--- config.mk ---
export PLATFORM = sky130hd
export DESIGN_NAME = pwmart_top
export DESIGN_NICKNAME = d
export VERILOG_FILES = /design/src/verilog/pwmart_pkg.sv /design/src/verilog/pwmart_edge.sv /design/src/verilog/pwmart_top.sv
export SDC_FILE = /design/constraint.sdc
export NUM_CORES = 1
export LEC_CHECK = 0
export BUFFER_PORTS_ARGS = -buffer_cell sky130_fd_sc_hd__buf_4
export CAP_MARGIN = 20
export CORE_ASPECT_RATIO = 1.5
export CORE_MARGIN = 4
export CORE_UTILIZATION = 55
export DETAILED_ROUTE_END_ITERATION = 12
export GPL_ROUTABILITY_DRIVEN = 0
export GPL_TIMING_DRIVEN = 1
export PLACE_DENSITY = 0.8
export SETUP_SLACK_MARGIN = 0.1
export SLEW_MARGIN = 30
export SYNTH_ARGS = -nofsm -noshare
export SYNTH_HDL_FRONTEND = slang
export SYNTH_SLANG_ARGS = --single-unit
--- constraint.sdc ---
create_clock -name mclk -period 7.4 [get_ports mclk]
set_clock_uncertainty 0.1 [all_clocks]
set_input_delay 0.37 -clock mclk [delete_from_list [all_inputs] [get_ports mclk]]
set_output_delay 0.37 -clock mclk [all_outputs]
set_load 0.005 [all_outputs]
--- src/verilog/pwmart_pkg.sv ---
package pwmart_pkg;
   // register offsets (port address, 4 bits)
   localparam logic [3:0] ADDR_DUTY3 = 4'h3;
   localparam logic [3:0] ADDR_DUTY2 = 4'h4;
   localparam logic [3:0] ADDR_DUTY1 = 4'h5;
   localparam logic [3:0] ADDR_DUTY0 = 4'h6;
   localparam logic [3:0] ADDR_PWM_CTRL = 4'h7;
   localparam logic [3:0] ADDR_CTRL_STATUS = 4'h8;
   localparam logic [3:0] ADDR_COUNTER = 4'h9;
   localparam logic [3:0] ADDR_RELOAD = 4'hA;
   localparam logic [3:0] ADDR_CAP_CTRL = 4'hB;
   localparam logic [3:0] ADDR_CAP1 = 4'hC;
   localparam logic [3:0] ADDR_CAP2 = 4'hD;
   // control/status field positions
   localparam int CSR_EXT_CLK = 7;
   localparam int CSR_DIV_HI = 6;
   localparam int CSR_DIV_LO = 4;
   localparam int CSR_RUN = 3;
   localparam int CSR_FORCE = 2;
   localparam int CSR_OVF_IE = 1;
   localparam int CSR_OVF = 0;
   // capture control field positions
   localparam int CAP_EDGE_LO = 4;
   localparam int CAP_IE_LO = 2;
   localparam int CAP_FLAG_LO = 0;
   // reset values and counts
   localparam logic [7:0] RESET_BYTE = 8'h00;
   localparam logic [7:0] COUNT_TOP = 8'hFF;
   localparam int NUM_PWM = 4;
   localparam int NUM_CAP = 2;
   localparam int PRESC_BITS = 7;
endpackage

--- src/verilog/pwmart_edge.sv ---
`timescale 1ns/100ps
// two-stage synchroniser with edge detection on the second stage
module pwmart_edge (
   // clock and reset
   input wire logic mclk,
   input wire logic rst,
   // pin side
   input wire logic pin_in,
   // edge pulses
   output logic rise,
   output logic fall
);
   typedef struct packed {
      logic s1;
      logic s2;
      logic s3;
   } pwmart_edge_st_t;
   pwmart_edge_st_t st_reg, st_next;

   // first stage feeds only the second
   always_comb begin
      st_next = st_reg;
      st_next.s1 = pin_in;
      st_next.s2 = st_reg.s1;
      st_next.s3 = st_reg.s2;
   end

   always_ff @(posedge mclk) begin
      if (rst) begin
         st_reg <= '0;
      end else begin
         st_reg <= st_next;
      end
   end

   assign rise = st_reg.s2 & ~st_reg.s3;
   assign fall = ~st_reg.s2 & st_reg.s3;
endmodule

--- src/verilog/pwmart_top.sv ---
// Decided for this implementation: the register addresses and the strobed register port.
`timescale 1ns/100ps
// Behaviour
// - seven-bit prescaler with eight taps divides the input clock by 2^n
// - prescaler input is cpu clock or external count clock by select bit
// - divider field codes 0..7 give ratios 1 through 128
// - run enable low freezes prescaler and counter; high lets counter advance
// - reset clears counter, prescaler and selects cpu clock
// - force reload is write-only, reads zero, loads reload value, clears prescaler
// - counter write loads counter and clears prescaler; prescaler not accessible
// - each channel's hidden compare copied from duty buffer on overflow
// - output enable drives the pin push-pull with channel pwm
// - pwm frequency is tick rate over 256 minus reload value
// - overflow sets each pwm output to the inverse of its polarity level
// - counter reaching compare restores the opposite level
// - pwm generation stops during halt
// - overflow sets flag; interrupt request when enable also set
// - external clock: flag after 256 minus reload input events at divider code 0
// - selected capture edge latches counter and sets capture flag
// - capture register blocked until read clears the flag
// - capture irq holds while flag and enable are both set
// - in halt a selected capture edge gives wake-up when enabled
// - overflow reloads counter from reload value, prescaler untouched
// - reading control/status clears overflow flag; marks FFh to reload
// - reading a capture register clears its flag
// - changing polarity bit inverts the current output at once
module pwmart_top (
   // clock and reset
   input wire logic mclk,
   input wire logic rst,
   // register port
   input wire logic [3:0] addr,
   input wire logic [7:0] wdata,
   input wire logic wr_stb,
   input wire logic rd_stb,
   output logic [7:0] rdata,
   // system state
   input wire logic halt_mode,
   // pins
   input wire logic external_count_clock,
   input wire logic [1:0] capture_input_pin,
   output logic [3:0] pwm_output_pin,
   output logic [3:0] pwm_output_oe_n,
   // interrupt requests
   output logic overflow_irq,
   output logic [1:0] capture_irq,
   output logic capture_wakeup
);
   typedef struct packed {
      logic ext_clock_select;
      logic [2:0] counter_clock_divider_select;
      logic counter_run_enable;
      logic overflow_irq_enable;
      logic overflow_flag;
      logic [6:0] presc;
      logic [7:0] counter;
      logic [7:0] auto_reload_value;
      logic [3:0][7:0] duty_cycle_buffer;
      logic [3:0][7:0] hidden_compare_value;
      logic [3:0] output_enable_bit;
      logic [3:0] output_polarity_bit;
      logic [3:0] pwm_raw;
      logic [1:0] capture_edge_select;
      logic [1:0] capture_irq_enable;
      logic [1:0] capture_flag;
      logic [1:0][7:0] capture_value;
      logic [7:0] rdata;
      logic [3:0] pin;
      logic [3:0] oe_n;
      logic ovf_irq;
      logic [1:0] cap_irq;
      logic wake;
   } pwmart_st_t;
   pwmart_st_t st_reg, st_next;

   logic ext_rise;
   logic [1:0] cap_rise;
   logic [1:0] cap_fall;

   pwmart_edge u_ext (
      .mclk(mclk),
      .rst(rst),
      .pin_in(external_count_clock),
      .rise(ext_rise),
      .fall()
   );

   // one synchroniser per capture input
   genvar gi;
   generate
      for (gi = 0; gi < pwmart_pkg::NUM_CAP; gi++) begin : g_cap
         pwmart_edge u_cap (
            .mclk(mclk),
            .rst(rst),
            .pin_in(capture_input_pin[gi]),
            .rise(cap_rise[gi]),
            .fall(cap_fall[gi])
         );
      end
   endgenerate

   // whole block next state
   always_comb begin
      logic in_tick;
      logic tap;
      logic tick;
      logic ovf;
      logic [6:0] presc_inc;
      logic [6:0] tap_mask;
      logic [1:0] cap_evt;
      logic wr_csr;
      logic wr_cnt;
      logic force_ld;
      logic [3:0] pol_flip;
      in_tick = 1'b0;
      tap = 1'b0;
      tick = 1'b0;
      ovf = 1'b0;
      presc_inc = 7'h00;
      tap_mask = 7'h00;
      cap_evt = 2'b00;
      wr_csr = wr_stb && (addr == pwmart_pkg::ADDR_CTRL_STATUS);
      wr_cnt = wr_stb && (addr == pwmart_pkg::ADDR_COUNTER);
      force_ld = wr_csr && wdata[pwmart_pkg::CSR_FORCE];
      pol_flip = 4'h0;
      st_next = st_reg;

      in_tick = st_reg.ext_clock_select ? ext_rise : 1'b1;
      if (!st_reg.counter_run_enable) begin
         in_tick = 1'b0;
      end
      presc_inc = st_reg.presc + 7'h01;
      // tap n carries out of the low n bits; code 0 gives an empty mask
      tap_mask = 7'h7F >> (3'd7 - st_reg.counter_clock_divider_select);
      tap = (st_reg.presc & tap_mask) == tap_mask;
      tick = in_tick && tap;
      if (in_tick) begin
         st_next.presc = presc_inc;
      end

      if (tick) begin
         // period of 256 minus reload ticks
         if (st_reg.counter == pwmart_pkg::COUNT_TOP) begin
            ovf = 1'b1;
            st_next.counter = st_reg.auto_reload_value;
         end else begin
            st_next.counter = st_reg.counter + 8'h01;
         end
      end

      if (ovf) begin
         st_next.hidden_compare_value = st_reg.duty_cycle_buffer;
      end

      // register writes
      if (wr_stb) begin
         unique case (addr)
            pwmart_pkg::ADDR_DUTY3: st_next.duty_cycle_buffer[3] = wdata;
            pwmart_pkg::ADDR_DUTY2: st_next.duty_cycle_buffer[2] = wdata;
            pwmart_pkg::ADDR_DUTY1: st_next.duty_cycle_buffer[1] = wdata;
            pwmart_pkg::ADDR_DUTY0: st_next.duty_cycle_buffer[0] = wdata;
            pwmart_pkg::ADDR_PWM_CTRL: begin
               st_next.output_enable_bit = wdata[7:4];
               pol_flip = wdata[3:0] ^ st_reg.output_polarity_bit;
               st_next.output_polarity_bit = wdata[3:0];
            end
            pwmart_pkg::ADDR_CTRL_STATUS: begin
               st_next.ext_clock_select = wdata[pwmart_pkg::CSR_EXT_CLK];
               st_next.counter_clock_divider_select =
                  wdata[pwmart_pkg::CSR_DIV_HI:pwmart_pkg::CSR_DIV_LO];
               st_next.counter_run_enable = wdata[pwmart_pkg::CSR_RUN];
               st_next.overflow_irq_enable = wdata[pwmart_pkg::CSR_OVF_IE];
            end
            pwmart_pkg::ADDR_RELOAD: st_next.auto_reload_value = wdata;
            pwmart_pkg::ADDR_CAP_CTRL: begin
               st_next.capture_edge_select = wdata[pwmart_pkg::CAP_EDGE_LO +: 2];
               st_next.capture_irq_enable = wdata[pwmart_pkg::CAP_IE_LO +: 2];
            end
            default: begin
            end
         endcase
      end
      if (wr_cnt) begin
         st_next.counter = wdata;
         st_next.presc = 7'h00;
      end
      if (force_ld) begin
         st_next.counter = st_reg.auto_reload_value;
         st_next.presc = 7'h00;
      end

      // read clears flag; set wins over clear
      if (rd_stb && addr == pwmart_pkg::ADDR_CTRL_STATUS) begin
         st_next.overflow_flag = 1'b0;
      end
      if (ovf) begin
         st_next.overflow_flag = 1'b1;
      end

      // capture flags and latches
      for (int c = 0; c < pwmart_pkg::NUM_CAP; c++) begin
         cap_evt[c] = st_reg.capture_edge_select[c] ? cap_rise[c] : cap_fall[c];
         // read of capture register clears flag
         if (rd_stb && addr == (c == 0 ? pwmart_pkg::ADDR_CAP1 : pwmart_pkg::ADDR_CAP2)) begin
            st_next.capture_flag[c] = 1'b0;
         end
         if (cap_evt[c] && !st_reg.capture_flag[c]) begin
            st_next.capture_value[c] = st_reg.counter;
            st_next.capture_flag[c] = 1'b1;
         end
      end

      // pwm levels, frozen in halt except for a polarity change
      for (int p = 0; p < pwmart_pkg::NUM_PWM; p++) begin
         if (!halt_mode) begin
            if (ovf) begin
               // polarity 0 starts the period high
               st_next.pwm_raw[p] = ~st_reg.output_polarity_bit[p];
            end else if (tick && st_next.counter == st_reg.hidden_compare_value[p]) begin
               st_next.pwm_raw[p] = st_reg.output_polarity_bit[p];
            end
         end
         if (pol_flip[p]) begin
            st_next.pwm_raw[p] = ~st_next.pwm_raw[p];
         end
      end
      st_next.pin = st_next.pwm_raw & st_next.output_enable_bit;
      st_next.oe_n = ~st_next.output_enable_bit;

      st_next.ovf_irq = st_next.overflow_flag & st_next.overflow_irq_enable;
      st_next.cap_irq = st_next.capture_flag & st_next.capture_irq_enable;
      st_next.wake = halt_mode && |(cap_evt & st_reg.capture_irq_enable);

      // read data, one cycle later; unmapped reads zero
      st_next.rdata = pwmart_pkg::RESET_BYTE;
      if (rd_stb) begin
         unique case (addr)
            pwmart_pkg::ADDR_DUTY3: st_next.rdata = st_reg.duty_cycle_buffer[3];
            pwmart_pkg::ADDR_DUTY2: st_next.rdata = st_reg.duty_cycle_buffer[2];
            pwmart_pkg::ADDR_DUTY1: st_next.rdata = st_reg.duty_cycle_buffer[1];
            pwmart_pkg::ADDR_DUTY0: st_next.rdata = st_reg.duty_cycle_buffer[0];
            pwmart_pkg::ADDR_PWM_CTRL:
               st_next.rdata = {st_reg.output_enable_bit, st_reg.output_polarity_bit};
            pwmart_pkg::ADDR_CTRL_STATUS:
               st_next.rdata = {st_reg.ext_clock_select, st_reg.counter_clock_divider_select,
                                st_reg.counter_run_enable, 1'b0,
                                st_reg.overflow_irq_enable, st_reg.overflow_flag};
            pwmart_pkg::ADDR_COUNTER: st_next.rdata = st_reg.counter;
            pwmart_pkg::ADDR_RELOAD: st_next.rdata = st_reg.auto_reload_value;
            pwmart_pkg::ADDR_CAP_CTRL:
               st_next.rdata = {2'b00, st_reg.capture_edge_select,
                                st_reg.capture_irq_enable, st_reg.capture_flag};
            pwmart_pkg::ADDR_CAP1: st_next.rdata = st_reg.capture_value[0];
            pwmart_pkg::ADDR_CAP2: st_next.rdata = st_reg.capture_value[1];
            default: st_next.rdata = pwmart_pkg::RESET_BYTE;
         endcase
      end
   end

   // reset clears all but oe_n, which goes high; cpu clock selected
   always_ff @(posedge mclk) begin
      if (rst) begin
         st_reg <= '0;
         st_reg.oe_n <= 4'hF;
      end else begin
         st_reg <= st_next;
      end
   end

   // outputs straight from flops
   assign rdata = st_reg.rdata;
   assign pwm_output_pin = st_reg.pin;
   assign pwm_output_oe_n = st_reg.oe_n;
   assign overflow_irq = st_reg.ovf_irq;
   assign capture_irq = st_reg.cap_irq;
   assign capture_wakeup = st_reg.wake;
endmodule
==> impl_metrics.yaml <==
yosys:
  synthAdderAreaFrac_pct: 0.301
  ys_seq_area_share_pct: 37.8
  synth_cell_type_count: 90
  yosys.area.top_type: "dfxtp_1"
  syn_inst: 1029
  synthTopCellsByArea: "dfxtp_1 (38%), mux2i_1 (6.9%), nand2_1 (6.8%)"
  synth-xor-area-share_pct: 2.21
  synth_warnings: 0
  ys_seq_elements: 157
  synth_edf_count: 0
  yosys.area.top_type_share_pct: 37.8
  synth_nets: 1051
  syn_avg_cell_area_sq_um: 8.09
  synthArstFlopShare_pct: 0
  synth_ff_type: "dfxtp_1"
  synthMuxAreaShare_pct: 8.69
  synth_area_sq_um: 8320
  synth_top_family_by_area: "simple AND/OR/NAND/NOR gates"
  synth-simple-area-share_pct: 23.7
  synth_compound_area_share_pct: 21.4
floorplan:
  die_y_microns: 159
  die_w_microns: 108
  rows: 54
  ios: 40
  core_sq_um: 14700
  die_area_sq_um: 17200
  start_util_pct: 56.5
timing:
  setup_violations: 0
  worst_slack_ns: 3.54
  relSlewSlack_pct: 42.3
  period_needed_ns: 3.86
  rsz0062_at_grt: "false"
  hold_viol: 0
  max_freq_mhz: 259
  min_period_over_period_pct: 52.1
  worstMarginPinSlew_ns: 0.865
  maxSlewViolCount: 0
  hold_ws_ns: 0.0484
  finalSetupTns_ns: 0
outcome:
  run_status: "finished, final reports clean"
routing:
  routed.top_layer: "met5"
  first_pass_iters: 8
  m1WireLength_microns: 9580
  viasPerCell: 6.74
  drt_iter0_drc: 1078
  met3RoutedLength_microns: 3010
  drc: 0
  wl_per_cell_microns: 22.9
  vias: 8152
  antenna_left: 0
  totalWireLength_microns: 27700
  route.met2.wl_microns: 12200
finish:
  syn_to_final_growth_pct: 8.89
  largest_reg_flops: 128
  final_cell_mix: "dfxtp_1 (157), nand2_1 (150), a21oi_1 (95), nor2_1 (86), mux2i_1 (57)"
  layout_commonest_cell: "dfxtp_1"
  final_nets: 1022
  antenna_cells: 0
  design_area_sq_um: 9060
  drive_gt1_share_pct: 11.0
power:
  p_leak_nw: 3.20
  peakVddDrop_uv: 163
  pwr_density_cell_nw_per_um2: 208
  power.total_w: 0.00189
worst_setup_path:
  worstSetupStartpointType: "flop"
  end_kind: "flop"
  critPathMaxFanout: 8
  crit_type: "flop to flop"
  critPathLaunch: "st_reg[127]"
  cp.required_ns: 7.62
  rr_startpoint: "st_reg[127]"
  crit_arrival_ns: 4.08
clock_network:
  clock-root-buffer: "clkbuf_16"
  cts_hold_buf: 0
  cts_buffers: 17
  cts_resized: 0
  cts_tree: "yes"
  cts.clk_slew.worst_paths_ns: 0.07
  htree_levels: 4
  cts_setup_buffers: 0
  max-clock-path-buffers: 2
  worst_skew_pair.late_latency_ns: 0.43
  cts.sinks: 157
placed_design:
  hpwl_microns: 19000
  preCtsSetupSlack_ns: 3.39
  portBuffers: 39
  dpl_cell_area_sq_um: 8460
global_route:
  globalRouteOverflowTotal: 0
  track_usage_pct: 32.8
  grt_pass1_wl_microns: 42800
  grt_pass1_vias: 7671
  grt_max_degree: 74
  antenna_found_initial: 1
worst_hold_path:
  hp-class: "primary input to flop"
  hp-start: "capture_input_pin[1]"
run:
  maxCapViolations: 0
==> worst max-delay path: stages (launching register included) <==
cell	delay, ns
dfxtp_1	0.51
ha_1	0.34
nand4_1	0.25
o31ai_1	0.55
or2_2	0.23
o32a_1	0.14
o31ai_1	0.07
a2111oi_0	0.57
nand4_1	0.26
mux2i_1	0.17
nor2_1	0.23
mux2_4	0.32
==> per-layer routing <==
layer	vias up	GRT usage, %
met4	2	26.8
met5	-	0
met3	215	7.55
met2	647	51.3
li1	3607	-
met1	3681	38.1
==> final timing paths <==
check                         endpoint  slack [ns]  depth (start not counted)
min          g_cap[1].u_cap.st_next[1]        0.05                          2
max reg2reg                 st_reg[43]        3.54                         11
max                         st_reg[43]        3.54                         11
min reg2reg  g_cap[1].u_cap.st_next[0]        0.34                          1
==> report_power, final <==
part / internal (W) / switching, W
Combinational: 0.0000417 / 0.0000918
Sequential: 0.000854 / 0.0000133
Clock: 0.000482 / 0.000405
==> cells in the mapped netlist, types with 5 or more instances <==
cell,instances
a21o_1,5
nand2_1,150
nor4_1,5
nand4_1,15
mux2i_1,57
o221ai_1,5
o31ai_1,6
and2_1,6
a21oi_1,95
a211oi_1,12
o22ai_1,8
a2111oi_0,5
nor2b_1,25
o21ai_0,48
xnor2_1,9
a31oi_1,5
a221oi_1,5
nor3_1,26
nand3b_1,9
buf_4,19
dfxtp_1,157
nand2b_1,13
a22oi_1,13
clkbuf_1,56
buf_2,12
nor3b_1,5
xor2_1,12
a22o_1,7
mux2_2,5
nand3_1,24
nor2_1,87
a211o_1,7
inv_1,16
==> cell type report <==
cell class	count	area (sq um)
fillers	1315	5670
multi-input cells	765	4690
clock inverters	15	174
clock buffers	17	425
repair buffers	43	323
inverters	16	60.1
flip-flops and latches	157	3140
well taps	196	245
==> logic make-up (layout without fill, tap and decap cells) <==
| family | Yosys count | count (layout) |
|---|---|---|
| AND/OR/NAND/NOR | 404 | 404 |
| multiplexers | 68 | 68 |
| flip-flops | 157 | 157 |
| adder cells (fa/ha/maj) | 2 | 2 |
| XOR/XNOR | 21 | 21 |
| AO/OA/AOI/OAI | 270 | 270 |
| buffers and inverters | 107 | 91 |
==> through the flow <==
stage	std cells	utilization [%]
after floorplan	1029	-
after global placement	1177	57.4
after detailed placement	1177	57.4
after CTS	1209	61.5
after global routing	1209	61.5
final	1209	61.5
Power figures use the tool's default switching activity.
